**src/mmap_pkg.sv**
```systemverilog
// Purpose: shared constants and types for the memory map and control block
// Assumes: 16-bit core address space, 8-bit data, APB register access
// Notes: every address bound and register offset lives here, with the reset values of the size selects, flags word and stack pointer
package mmap_pkg;
	// reset values of the size selects, flags word and stack pointer
	localparam logic [7:0] MSS_RESET = 8'hcf;
	localparam logic [7:0] EXS_RESET = 8'h0c;
	localparam logic [7:0] FLAGS_RESET = 8'h02;
	localparam logic [15:0] SP_RESET = 16'hff00;
	// flags word bit positions
	localparam int IE_BIT = 7;
	localparam int ISP_BIT = 1;
	// program memory areas
	localparam logic [15:0] VEC_BASE = 16'h0000;
	localparam logic [15:0] VEC_END = 16'h003f;
	localparam logic [15:0] TABLE_CALL_INSTR_BASE = 16'h0040;
	localparam logic [15:0] TABLE_CALL_INSTR_END = 16'h007f;
	localparam logic [15:0] FIXED_AREA_CALL_INSTR_BASE = 16'h0800;
	localparam logic [15:0] FIXED_AREA_CALL_INSTR_END = 16'h0fff;
	// fixed vector slots
	localparam logic [15:0] WDT_VEC = 16'h0004;
	localparam logic [15:0] ADC_VEC = 16'h0030;
	localparam logic [15:0] BRK_VEC = 16'h003e;
	// data memory areas
	localparam logic [15:0] EXP_LIMIT = 16'hf800;
	localparam logic [15:0] BUF_BASE = 16'hfac0;
	localparam logic [15:0] BUF_END = 16'hfadf;
	localparam logic [15:0] HSR_BASE = 16'hfb00;
	localparam logic [15:0] HSR_END = 16'hfeff;
	localparam logic [15:0] GPR_BASE = 16'hfee0;
	localparam logic [15:0] GPR_END = 16'hfeff;
	localparam logic [15:0] SFR_BASE = 16'hff00;
	localparam logic [15:0] SFR_END = 16'hffff;
	// expansion size code with no expansion RAM; each code step is 512 bytes
	localparam logic [3:0] EXS_NONE = 4'hc;
	// register byte offsets on the APB
	localparam logic [11:0] OFS_MSS = 12'h000;
	localparam logic [11:0] OFS_EXS = 12'h004;
	localparam logic [11:0] OFS_PC = 12'h008;
	localparam logic [11:0] OFS_FLAGS = 12'h00c;
	localparam logic [11:0] OFS_SP = 12'h010;
	localparam logic [11:0] OFS_STATE = 12'h014;
	// kind of core access
	typedef enum logic [1:0] {ACC_DATA = 2'h0, ACC_FETCH = 2'h1, ACC_STACK = 2'h2} acc_t;
	// decoded region, one-hot
	typedef enum logic [5:0] {RG_NONE = 6'h01, RG_ROM = 6'h02, RG_EXP = 6'h04,
		RG_BUF = 6'h08, RG_HSR = 6'h10, RG_SFR = 6'h20} region_t;
	// core sequencing operations
	typedef enum logic [3:0] {OP_NONE = 4'h0, OP_ADV = 4'h1, OP_BRANCH = 4'h2, OP_DI = 4'h3,
		OP_EI = 4'h4, OP_PUSHF = 4'h5, OP_POPF = 4'h6, OP_IRQ_RETURN_INSTR = 4'h7, OP_BREAK_RETURN_INSTR = 4'h8,
		OP_BRK = 4'h9, OP_TABLE_CALL_INSTR = 4'ha, OP_FIXED_AREA_CALL_INSTR = 4'hb} op_t;
	// sequencer states, one-hot
	typedef enum logic [6:0] {S_IDLE = 7'h01, S_PUSH = 7'h02, S_POP_RD = 7'h04,
		S_POP_WB = 7'h08, S_VEC_LO = 7'h10, S_VEC_HI = 7'h20, S_VEC_FIN = 7'h40} state_t;
	// inclusive range test
	function automatic logic in_range(input logic [15:0] a, input logic [15:0] lo,
		input logic [15:0] hi);
		return (a >= lo) && (a <= hi);
	endfunction
endpackage
```
**src/decode_if.sv**
```systemverilog
// Purpose: carries one address decode between the control block and the decoder
// Assumes: combinational decode within one cycle
// Notes: size selects travel with the address so the decoder holds no state
`timescale 1ns/10ps
`default_nettype none
interface decode_if;
	import mmap_pkg::*;
	logic [7:0] mss; // memory size select value
	logic [7:0] exs; // expansion size select value
	logic [15:0] addr; // address under decode
	acc_t kind; // data, fetch or stack
	region_t region; // decoded region
	logic vec_area; // inside the vector table
	logic table_call_instr_area; // inside the table-call table
	logic fixed_area_call_instr_area; // inside the fixed call area
	logic gpr_area; // inside the register banks
	logic fault; // access not allowed here
	modport requester (output mss, exs, addr, kind,
		input region, vec_area, table_call_instr_area, fixed_area_call_instr_area, gpr_area, fault);
	modport decoder (input mss, exs, addr, kind,
		output region, vec_area, table_call_instr_area, fixed_area_call_instr_area, gpr_area, fault);
endinterface
`default_nettype wire

```
**src/addr_decoder.sv**
```systemverilog
// Purpose: splits the 64K space into program, RAM and peripheral regions
// Assumes: size selects already hold their programmed values
// Notes: purely combinational; region priority runs from the top of memory down
`timescale 1ns/10ps
`default_nettype none
module addr_decoder (
	decode_if.decoder dec
);
	import mmap_pkg::*;
	logic [15:0] rom_top; // last program byte
	logic [15:0] exp_base; // first expansion byte
	logic exp_on; // expansion RAM present
	logic [3:0] exs_step; // 512-byte steps below the limit

	// bounds follow the live size selects, so a write acts next cycle
	always_comb begin
		rom_top = {dec.mss[3:0], 12'h000} - 16'h0001;
		exp_on = dec.exs[3:0] < EXS_NONE;
		exs_step = EXS_NONE - dec.exs[3:0];
		exp_base = EXP_LIMIT - {3'h0, exs_step, 9'h000};
	end

	// region pick, peripherals first
	always_comb begin
		if (in_range(dec.addr, SFR_BASE, SFR_END)) begin
			dec.region = RG_SFR;
		end else if (in_range(dec.addr, HSR_BASE, HSR_END)) begin
			dec.region = RG_HSR;
		end else if (in_range(dec.addr, BUF_BASE, BUF_END)) begin
			dec.region = RG_BUF;
		end else if (exp_on && in_range(dec.addr, exp_base, EXP_LIMIT - 16'h0001)) begin
			dec.region = RG_EXP;
		end else if (dec.mss[3:0] != 4'h0 && dec.addr <= rom_top) begin
			dec.region = RG_ROM;
		end else begin
			dec.region = RG_NONE;
		end
	end

	// sub-areas and access legality
	always_comb begin
		dec.vec_area = in_range(dec.addr, VEC_BASE, VEC_END);
		dec.table_call_instr_area = in_range(dec.addr, TABLE_CALL_INSTR_BASE, TABLE_CALL_INSTR_END);
		dec.fixed_area_call_instr_area = in_range(dec.addr, FIXED_AREA_CALL_INSTR_BASE, FIXED_AREA_CALL_INSTR_END);
		dec.gpr_area = in_range(dec.addr, GPR_BASE, GPR_END);
		// no fetch from fast RAM, stack only in fast RAM
		dec.fault = (dec.region == RG_NONE)
			|| (dec.kind == ACC_FETCH && dec.region == RG_HSR)
			|| (dec.kind == ACC_STACK && dec.region != RG_HSR);
	end
endmodule
`default_nettype wire

```
**src/mmap_ctrl.sv**
```systemverilog
// Purpose: size selects, program counter, flags word and stack pointer of the core
// Assumes: one-cycle read latency on the memory port, zero-wait APB
// Notes: core operations win over APB writes to the same register in one cycle
//
// The register offsets and the APB register port were decided locally.
`timescale 1ns/10ps
`default_nettype none
// Notes on behaviour
// size selects reset to cfh and 0ch
// small part: software writes cch and 0ah
// large part: software writes cfh and 08h
// program memory ends at bfffh or efffh
// vectors occupy 0000h through 003fh
// vector low byte even, high byte odd
// fixed vector slot per interrupt source
// table call entries at 0040h to 007fh
// fixed call targets 0800h to 0fffh only
// register banks at fee0h to feffh
// no instruction fetch from fast RAM
// buffer RAM at fac0h to fadfh
// expansion RAM at f400h or f000h up
// expansion RAM never used as stack
// peripheral registers at ff00h to ffffh
// software avoids unassigned peripheral addresses
// counter advances by length or loads branch
// reset loads counter from vector 0000h
// flags pushed on entry, popped on return
// flags word resets to 02h
// enable clear refuses all but non-maskable
// enabled: priority and mask gate acceptance
// enable cleared by mask, acknowledge; set otherwise
// stack pointer predecrements, postincrements
// decode follows size selects next cycle
module mmap_ctrl (
	input wire logic CLK_SYS,
	input wire logic SRST,
	input wire logic PSEL,
	input wire logic PENABLE,
	input wire logic PWRITE,
	input wire logic [11:0] PADDR,
	input wire logic [31:0] PWDATA,
	output logic [31:0] PRDATA,
	output logic PREADY,
	output logic PSLVERR,
	input wire logic [15:0] CORE_ADDR,
	input wire mmap_pkg::acc_t CORE_KIND,
	output mmap_pkg::region_t CORE_REGION,
	output logic CORE_VEC_AREA,
	output logic CORE_TABLE_CALL_INSTR_AREA,
	output logic CORE_FIXED_AREA_CALL_INSTR_AREA,
	output logic CORE_GPR_AREA,
	output logic CORE_FAULT,
	input wire mmap_pkg::op_t OP,
	input wire logic [2:0] OP_LEN,
	input wire logic [15:0] OP_DATA,
	output logic OP_READY,
	input wire logic IRQ_REQ,
	input wire logic IRQ_MASK,
	input wire logic IRQ_LOW_PRIO,
	input wire logic [4:0] IRQ_SLOT,
	input wire logic NMI_REQ,
	output logic IRQ_ACK,
	output logic [15:0] MEM_ADDR,
	output logic MEM_RD,
	output logic MEM_WR,
	output logic [7:0] MEM_WDATA,
	input wire logic [7:0] MEM_RDATA,
	output logic [15:0] PC_OUT,
	output logic IE_OUT
);
	import mmap_pkg::*;
	decode_if dec (); // link to the region decoder
	logic [7:0] mss_q; // memory size select
	logic [7:0] exs_q; // expansion size select
	logic [15:0] pc_q; // program counter
	logic [7:0] flags_q; // flags word
	logic [15:0] sp_q; // stack pointer
	state_t state_q; // sequencer state
	logic [15:0] vec_addr_q; // table entry being fetched
	logic vec_pend_q; // table fetch follows the push
	logic [15:0] mem_addr_q; // memory address out
	logic mem_rd_q; // memory read strobe out
	logic mem_wr_q; // memory write strobe out
	logic [7:0] mem_wdata_q; // memory write data out
	logic [31:0] prdata_q; // read data held for the access phase
	logic apb_acc; // access phase
	logic apb_wr; // write taking effect now
	logic mapped; // address hits a register
	logic sp_ok; // written stack value lies in fast RAM or is ff00h just above it
	logic idle; // sequencer can take an operation
	logic take_irq; // interrupt accepted this cycle
	logic op_go; // operation accepted this cycle
	logic start_push; // flags push begins
	logic start_pop; // flags pop begins
	logic start_vec; // direct table fetch begins
	logic [15:0] start_vec_addr; // where that fetch reads
	logic [15:0] irq_vec_addr; // slot of the accepted source

	// region decoder for the core's own accesses
	addr_decoder u_dec (
		.dec(dec)
	);

	// decode port wiring
	always_comb begin
		dec.mss = mss_q;
		dec.exs = exs_q;
		dec.addr = CORE_ADDR;
		dec.kind = CORE_KIND;
		CORE_REGION = dec.region;
		CORE_VEC_AREA = dec.vec_area;
		CORE_TABLE_CALL_INSTR_AREA = dec.table_call_instr_area;
		CORE_FIXED_AREA_CALL_INSTR_AREA = dec.fixed_area_call_instr_area;
		CORE_GPR_AREA = dec.gpr_area;
		CORE_FAULT = dec.fault;
	end

	// apb decode; zero wait states, so pready is simply high
	always_comb begin
		apb_acc = PSEL && PENABLE;
		mapped = (PADDR == OFS_MSS) || (PADDR == OFS_EXS) || (PADDR == OFS_PC)
			|| (PADDR == OFS_FLAGS) || (PADDR == OFS_SP) || (PADDR == OFS_STATE);
		// stack outside fast RAM would land in expansion RAM or worse
		sp_ok = in_range(PWDATA[15:0], HSR_BASE, HSR_END + 16'h0001);
		PREADY = 1'b1;
		PSLVERR = apb_acc && (!mapped || (PWRITE && PADDR == OFS_SP && !sp_ok));
		apb_wr = apb_acc && PWRITE && !PSLVERR;
		PRDATA = prdata_q;
	end

	// read data is captured in the setup cycle so it comes from a flop
	always_ff @(posedge CLK_SYS) begin
		if (SRST) begin
			prdata_q <= 32'h0000_0000;
		end else if (PSEL && !PENABLE && !PWRITE) begin
			unique case (PADDR)
				OFS_MSS: prdata_q <= {24'h00_0000, mss_q};
				OFS_EXS: prdata_q <= {24'h00_0000, exs_q};
				OFS_PC: prdata_q <= {16'h0000, pc_q};
				OFS_FLAGS: prdata_q <= {24'h00_0000, flags_q};
				OFS_SP: prdata_q <= {16'h0000, sp_q};
				OFS_STATE: prdata_q <= {25'h000_0000, state_q};
				default: prdata_q <= 32'h0000_0000;
			endcase
		end
	end

	// size selects; decode picks new values up on the next cycle
	always_ff @(posedge CLK_SYS) begin
		if (SRST) begin
			mss_q <= MSS_RESET;
			exs_q <= EXS_RESET;
		end else if (apb_wr && PADDR == OFS_MSS) begin
			mss_q <= PWDATA[7:0];
		end else if (apb_wr && PADDR == OFS_EXS) begin
			exs_q <= PWDATA[7:0];
		end
	end

	// acceptance and operation start decisions
	always_comb begin
		idle = state_q == S_IDLE;
		// low priority sources wait while a high one is in service
		take_irq = idle && (NMI_REQ || (IRQ_REQ && flags_q[IE_BIT] && !IRQ_MASK
			&& (!IRQ_LOW_PRIO || flags_q[ISP_BIT])));
		op_go = idle && !take_irq && OP != OP_NONE;
		irq_vec_addr = VEC_BASE | {10'h000, IRQ_SLOT, 1'b0};
		start_push = take_irq || (op_go && (OP == OP_PUSHF || OP == OP_BRK));
		start_pop = op_go && (OP == OP_POPF || OP == OP_IRQ_RETURN_INSTR || OP == OP_BREAK_RETURN_INSTR);
		start_vec = op_go && OP == OP_TABLE_CALL_INSTR;
		start_vec_addr = TABLE_CALL_INSTR_BASE | {10'h000, OP_DATA[4:0], 1'b0};
		OP_READY = idle && !take_irq;
		IRQ_ACK = take_irq;
	end

	// sequencer for pushes, pops and two-byte table fetches
	always_ff @(posedge CLK_SYS) begin
		if (SRST) begin
			state_q <= S_VEC_LO;
			vec_addr_q <= VEC_BASE;
			vec_pend_q <= 1'b0;
			mem_addr_q <= VEC_BASE;
			mem_rd_q <= 1'b1;
			mem_wr_q <= 1'b0;
			mem_wdata_q <= 8'h00;
		end else begin
			unique case (state_q)
				S_IDLE: begin
					mem_rd_q <= 1'b0;
					mem_wr_q <= 1'b0;
					if (start_push) begin
						// predecrement, then write in the push cycle
						mem_addr_q <= sp_q - 16'h0001;
						mem_wr_q <= 1'b1;
						mem_wdata_q <= flags_q;
						vec_pend_q <= take_irq || OP == OP_BRK;
						vec_addr_q <= take_irq ? irq_vec_addr : BRK_VEC;
						state_q <= S_PUSH;
					end else if (start_pop) begin
						mem_addr_q <= sp_q;
						mem_rd_q <= 1'b1;
						state_q <= S_POP_RD;
					end else if (start_vec) begin
						mem_addr_q <= start_vec_addr;
						vec_addr_q <= start_vec_addr;
						mem_rd_q <= 1'b1;
						state_q <= S_VEC_LO;
					end
				end
				S_PUSH: begin
					mem_wr_q <= 1'b0;
					if (vec_pend_q) begin
						mem_addr_q <= vec_addr_q;
						mem_rd_q <= 1'b1;
						state_q <= S_VEC_LO;
					end else begin
						state_q <= S_IDLE;
					end
				end
				S_POP_RD: begin
					mem_rd_q <= 1'b0;
					state_q <= S_POP_WB;
				end
				S_POP_WB: begin
					state_q <= S_IDLE;
				end
				S_VEC_LO: begin
					// high byte sits at the following odd address
					mem_addr_q <= vec_addr_q + 16'h0001;
					mem_rd_q <= 1'b1;
					state_q <= S_VEC_HI;
				end
				S_VEC_HI: begin
					mem_rd_q <= 1'b0;
					state_q <= S_VEC_FIN;
				end
				S_VEC_FIN: begin
					vec_pend_q <= 1'b0;
					state_q <= S_IDLE;
				end
				default: begin
					state_q <= S_IDLE;
					mem_rd_q <= 1'b0;
					mem_wr_q <= 1'b0;
				end
			endcase
		end
	end

	// memory port comes straight from flops
	always_comb begin
		MEM_ADDR = mem_addr_q;
		MEM_RD = mem_rd_q;
		MEM_WR = mem_wr_q;
		MEM_WDATA = mem_wdata_q;
		PC_OUT = pc_q;
		IE_OUT = flags_q[IE_BIT];
	end

	// program counter; table bytes land low first, high next
	always_ff @(posedge CLK_SYS) begin
		if (SRST) begin
			pc_q <= 16'h0000;
		end else if (state_q == S_VEC_HI) begin
			pc_q[7:0] <= MEM_RDATA;
		end else if (state_q == S_VEC_FIN) begin
			pc_q[15:8] <= MEM_RDATA;
		end else if (op_go && OP == OP_ADV) begin
			pc_q <= pc_q + {13'h0000, OP_LEN};
		end else if (op_go && (OP == OP_BRANCH || OP == OP_IRQ_RETURN_INSTR || OP == OP_BREAK_RETURN_INSTR)) begin
			pc_q <= OP_DATA;
		end else if (op_go && OP == OP_FIXED_AREA_CALL_INSTR) begin
			pc_q <= FIXED_AREA_CALL_INSTR_BASE | {5'h00, OP_DATA[10:0]};
		end else if (apb_wr && PADDR == OFS_PC && idle) begin
			pc_q <= PWDATA[15:0];
		end
	end

	// flags word; acknowledge clearing the enable wins over everything
	always_ff @(posedge CLK_SYS) begin
		if (SRST) begin
			flags_q <= FLAGS_RESET;
		end else if (take_irq || (op_go && (OP == OP_DI || OP == OP_BRK))) begin
			flags_q[IE_BIT] <= 1'b0;
		end else if (op_go && OP == OP_EI) begin
			flags_q[IE_BIT] <= 1'b1;
		end else if (state_q == S_POP_WB) begin
			flags_q <= MEM_RDATA;
		end else if (apb_wr && PADDR == OFS_FLAGS) begin
			flags_q <= PWDATA[7:0];
		end
	end

	// stack pointer
	always_ff @(posedge CLK_SYS) begin
		if (SRST) begin
			sp_q <= SP_RESET;
		end else if (start_push) begin
			sp_q <= sp_q - 16'h0001;
		end else if (state_q == S_POP_WB) begin
			sp_q <= sp_q + 16'h0001;
		end else if (apb_wr && PADDR == OFS_SP) begin
			sp_q <= PWDATA[15:0];
		end
	end

	a_reset_sizes: assert property (@(posedge CLK_SYS) $past(SRST) |->
		mss_q == MSS_RESET && exs_q == EXS_RESET && flags_q == FLAGS_RESET)
		else $error("size selects or flags wrong after reset");
	a_reset_fetch: assert property (@(posedge CLK_SYS) $past(SRST) && !SRST |->
		mem_rd_q && mem_addr_q == VEC_BASE ##1 mem_addr_q == VEC_BASE + 16'h0001)
		else $error("reset vector not fetched from the first table word");
	a_vec_pair: assert property (@(posedge CLK_SYS) disable iff (SRST)
		state_q == S_VEC_LO |=> state_q == S_VEC_HI
		&& mem_addr_q == $past(mem_addr_q) + 16'h0001)
		else $error("vector high byte not read from the next address");
	a_pc_advance: assert property (@(posedge CLK_SYS) disable iff (SRST)
		op_go && OP == OP_ADV |=> pc_q == $past(pc_q) + {13'h0000, $past(OP_LEN)})
		else $error("program counter did not advance by the length");
	a_fixed_area_call_instr_range: assert property (@(posedge CLK_SYS) disable iff (SRST)
		op_go && OP == OP_FIXED_AREA_CALL_INSTR |=> in_range(pc_q, FIXED_AREA_CALL_INSTR_BASE, FIXED_AREA_CALL_INSTR_END))
		else $error("fixed call left its area");
	a_ie_refuse: assert property (@(posedge CLK_SYS) disable iff (SRST)
		!flags_q[IE_BIT] && !NMI_REQ |-> !IRQ_ACK)
		else $error("maskable interrupt taken while disabled");
	a_ie_ack_clear: assert property (@(posedge CLK_SYS) disable iff (SRST)
		IRQ_ACK |=> !flags_q[IE_BIT] && state_q == S_PUSH && mem_wr_q)
		else $error("acknowledge did not clear enable and push flags");
	a_push_predec: assert property (@(posedge CLK_SYS) disable iff (SRST)
		start_push |=> sp_q == $past(sp_q) - 16'h0001 && mem_addr_q == sp_q)
		else $error("stack push not predecremented");
	a_pop_postinc: assert property (@(posedge CLK_SYS) disable iff (SRST)
		start_pop |=> mem_addr_q == $past(sp_q) ##2 sp_q == $past(sp_q, 3) + 16'h0001)
		else $error("stack pop not postincremented");
	a_size_follow: assert property (@(posedge CLK_SYS) disable iff (SRST)
		apb_wr && PADDR == OFS_MSS |=> mss_q == $past(PWDATA[7:0]))
		else $error("memory size select not updated");
	a_low_prio: assert property (@(posedge CLK_SYS) disable iff (SRST)
		IRQ_REQ && IRQ_LOW_PRIO && !flags_q[ISP_BIT] && !NMI_REQ |-> !IRQ_ACK)
		else $error("low priority source taken while a high one is in service");
	a_irq_slot: assert property (@(posedge CLK_SYS) disable iff (SRST)
		IRQ_ACK |=> vec_pend_q && vec_addr_q == {10'h000, $past(IRQ_SLOT), 1'b0})
		else $error("interrupt vector not taken from the source slot");
	a_fetch_fault: assert property (@(posedge CLK_SYS)
		CORE_KIND == ACC_FETCH && CORE_REGION == RG_HSR |-> CORE_FAULT)
		else $error("instruction fetch from fast RAM not flagged");
	a_stack_fault: assert property (@(posedge CLK_SYS)
		CORE_KIND == ACC_STACK && CORE_REGION == RG_EXP |-> CORE_FAULT)
		else $error("stack access to expansion RAM not flagged");
endmodule
`default_nettype wire

```
**config.mk**
```make
export PLATFORM = sky130hd
export DESIGN_NAME = mmap_ctrl
export DESIGN_NICKNAME = d
export VERILOG_FILES = /design/src/mmap_pkg.sv /design/src/decode_if.sv /design/src/addr_decoder.sv /design/src/mmap_ctrl.sv
export SDC_FILE = /design/constraint.sdc
export NUM_CORES = 1
export LEC_CHECK = 0
export ABC_AREA = 0
export BUFFER_PORTS_ARGS = -buffer_cell sky130_fd_sc_hd__buf_2
export CORE_MARGIN = 2
export CORE_UTILIZATION = 40
export CTS_CLUSTER_SIZE = 8
export DETAILED_ROUTE_END_ITERATION = 7
export GPL_ROUTABILITY_DRIVEN = 0
export SKIP_CTS_REPAIR_TIMING = 1
export SYNTH_ARGS = -nofsm -noshare
export SYNTH_HDL_FRONTEND = slang
export SYNTH_SLANG_ARGS = --single-unit
```
**constraint.sdc**
```tcl
create_clock -name CLK_SYS -period 7.6 [get_ports CLK_SYS]
set_input_delay 1.52 -clock CLK_SYS [delete_from_list [all_inputs] [get_ports CLK_SYS]]
set_output_delay 1.52 -clock CLK_SYS [all_outputs]
set_load 0.005 [all_outputs]
```
==> metrics.txt <==
RR Startpoint state_q[1]; status completed; Final Power 1480 uW; Yosys top cell by area dfxtp_1; Port Buffer Count 163; DRC Markers 0; H-tree levels 3; Cell Pwr Density 168 nW/um^2; Netlist cell types 83; total routed wirelength 29,000 microns; CP max stage cell nor3_2; asr flop ratio synth 0%; Final Setup Violations 0; Final Hold Vio Count 0; CTS clk-pin slew, worst paths 0.08 ns; Max-Cap Viols 0; crit path capture type output port; RSZ-0062 raised after global routing false; Post-Syn Area 7680 sq um; WHS Path Cells 2; YS warnings 0; most common cell after layout, fill and taps aside buf_2; leakage power 0.00352 uW; crit-path cells buf_2 -> nor4_1 -> nand4bb_1 -> nor3_2 -> a31oi_1 -> nor2_1 -> buf_2; synth top area cells dfxtp_1, nand2_1, a21oi_1, nor2_1, o21ai_0; total grt overflow 0; Worst path depth 7; WL per Instance 21.2 microns; TritonCTS clock tree yes; Final min period 5.42 ns; worst path required time 6.08 ns; DRT iter0 DRCs 961; vias 8,539; P&R area growth vs syn 14.7%; CTS Buffer Depth 2; Inserted Diodes 0; post-layout util 46.9%; post-synth top area share 29.2%; post-route antenna net violation count 0; Worst Tran Pin Value 1.13 ns; row cnt 50; layout cell share with drive strength beyond 1 19.1%; CP peak stage delay 0.95 ns; post-route cell area 8810 sq um; number of global-route vias before repair 7,553; core area 18,800 sq um; period utilization 71.3%; Die Span Y 143 microns; largest net degree at the start of global routing 55; CP Max Fanout 17; hold crit path type reg2reg; die area 20,300 sq um; nets 1,256; post-DP HPWL 21,500 microns; most frequent cells in the layout buf_2, nand2_1, dfxtp_1; final worst slack 2.18 ns; clock root cell clkbuf_16; Max Freq 185 MHz; worst hold start MEM_WDATA[6]; CTS Sinks 112; Global Route Usage Sum 27.9%; CTS Buf Count 9; cell repeated most along the worst path buf_2; Seq cells post-synth 112; placed cell area 8500 sq um; pre-CTS setup slack 2.23 ns; setup total negative slack 0 ns; sequential fraction of the synthesis area 29.2%; Synth Instances 1,028; WHS Endpoint MEM_WDATA[6]; reg2reg end MEM_ADDR[5]; Crit Path Category in2out; Starting Density 40.9%; chip width 143 microns; Slew headroom 24.2%; initial antenna violation count 0; Final Skew 0.0120 ns; worst reg-to-reg path cell count 6; Pins Over Slew Limit 0; Critical Path AT 3.90 ns; routed vias/inst 6.23; I/O pin count 197; number of synthesized flops with an enable pin 0; DRT Pass-1 Iters 8; R2R setup slack 4.31 ns; startpoint type of the worst setup path primary input; Synth Flop Type dfxtp_1; Buf/Inv on CP 2; clk_lat worst skew 0.37 ns; Avg Synthesized Cell Area 7.47 sq um; first-pass GRT wire length 43,700 microns; cell family with most CP delay simple AND/OR/NAND/NOR gates; worst-case vdd ir drop 113 uV
[routing by layer]
layer  wire length [microns]  share of wire, %  GRT usage [%]  vias to the layer above
met5                       0                 0              0                        -
met4                     924               3.2           10.7                        0
met3                    2610               9.0           4.17                       58
met2                   12800                44           42.9                      463
met1                   12700                44           39.4                     4031
li1                        -                 -              -                     3987
[cells by family after synthesis]
family / synth area share, %
AND/OR/NAND/NOR: 26.2
AO/OA/AOI/OAI: 28.0
buffers and inverters: 7.10
flip-flops: 29.2
multiplexers: 2.54
adder cells (fa/ha/maj): 2.87
other: 0.0978
XOR/XNOR: 4.06
[power by group]
group	total [uW]	internal (uW)	switching (uW)
Clock	510	263	248
Sequential	656	615	41.7
Combinational	312	117	194
[through the flow]
stage	hold WS, ns	instances
after floorplan	0.431	1043
after global placement	0.439	1355
after detailed placement	0.444	1355
after CTS	0.455	1371
after global routing	0.467	1371
final	0.454	1371
[cell usage after synthesis, drive strengths merged, types with 5 or more instances]
| cell type | number |
|---|---|
| or3 | 11 |
| nor4b | 7 |
| xor2 | 12 |
| nor4 | 19 |
| nand4 | 12 |
| or4 | 6 |
| clkbuf | 58 |
| a211oi | 23 |
| a2bb2oi | 5 |
| o21ai | 47 |
| a31o | 5 |
| ha | 16 |
| inv | 25 |
| and3 | 10 |
| a211o | 10 |
| nor3 | 33 |
| a31oi | 14 |
| a2111oi | 6 |
| nor2 | 98 |
| a21oi | 84 |
| nand2 | 138 |
| a311oi | 5 |
| nand2b | 9 |
| nor2b | 6 |
| o221ai | 7 |
| o211ai | 12 |
| and2 | 9 |
| a222oi | 9 |
| nand3 | 28 |
| xnor2 | 21 |
| a21o | 13 |
| a221oi | 14 |
| o22ai | 9 |
| or2 | 7 |
| buf | 37 |
| mux2i | 15 |
| dfxtp | 112 |
| a22oi | 13 |
[state kept, by name, indices dropped and copies added, names as in the netlist]
name and count:
MEM_WR 1, sp_q 16, flags_q 8, MEM_WDATA 8
MEM_RD 1, dec.exs 8, PRDATA 16, state_q 7
vec_addr_q 6, MEM_ADDR 16, PC_OUT 16, dec.mss 8
vec_pend_q 1
[worst max path at each step]
stage	slack (ns)	endpoint	start
floorplan	2.84	PSLVERR	PADDR[9]
global placement	2.25	PSLVERR	PADDR[0]
detailed placement	2.23	PSLVERR	PADDR[0]
CTS	2.22	PSLVERR	PADDR[0]
global route	1.97	PSLVERR	PADDR[9]
finish	2.18	PSLVERR	PADDR[0]
[area by class of cell]
cell class              count  area [sq um]
flip-flops and latches    112          2240
repair buffers            173           891
clock inverters             6          76.3
clock buffers              10           229
fillers                  1928          9960
multi-input cells         810          4970
inverters                  26           103
well taps                 234           293
[worst register-to-register path, cell delays in order, from the launching register on]
cell and delay [ns]:
dfxtp_1 0.46, or4b_1 0.70, a211o_4 0.42, a211oi_2 0.26
or2_1 0.71, a2111oi_0 0.23, a2111oi_1 0.40
No activity file was read; power rests on OpenSTA's default activity.
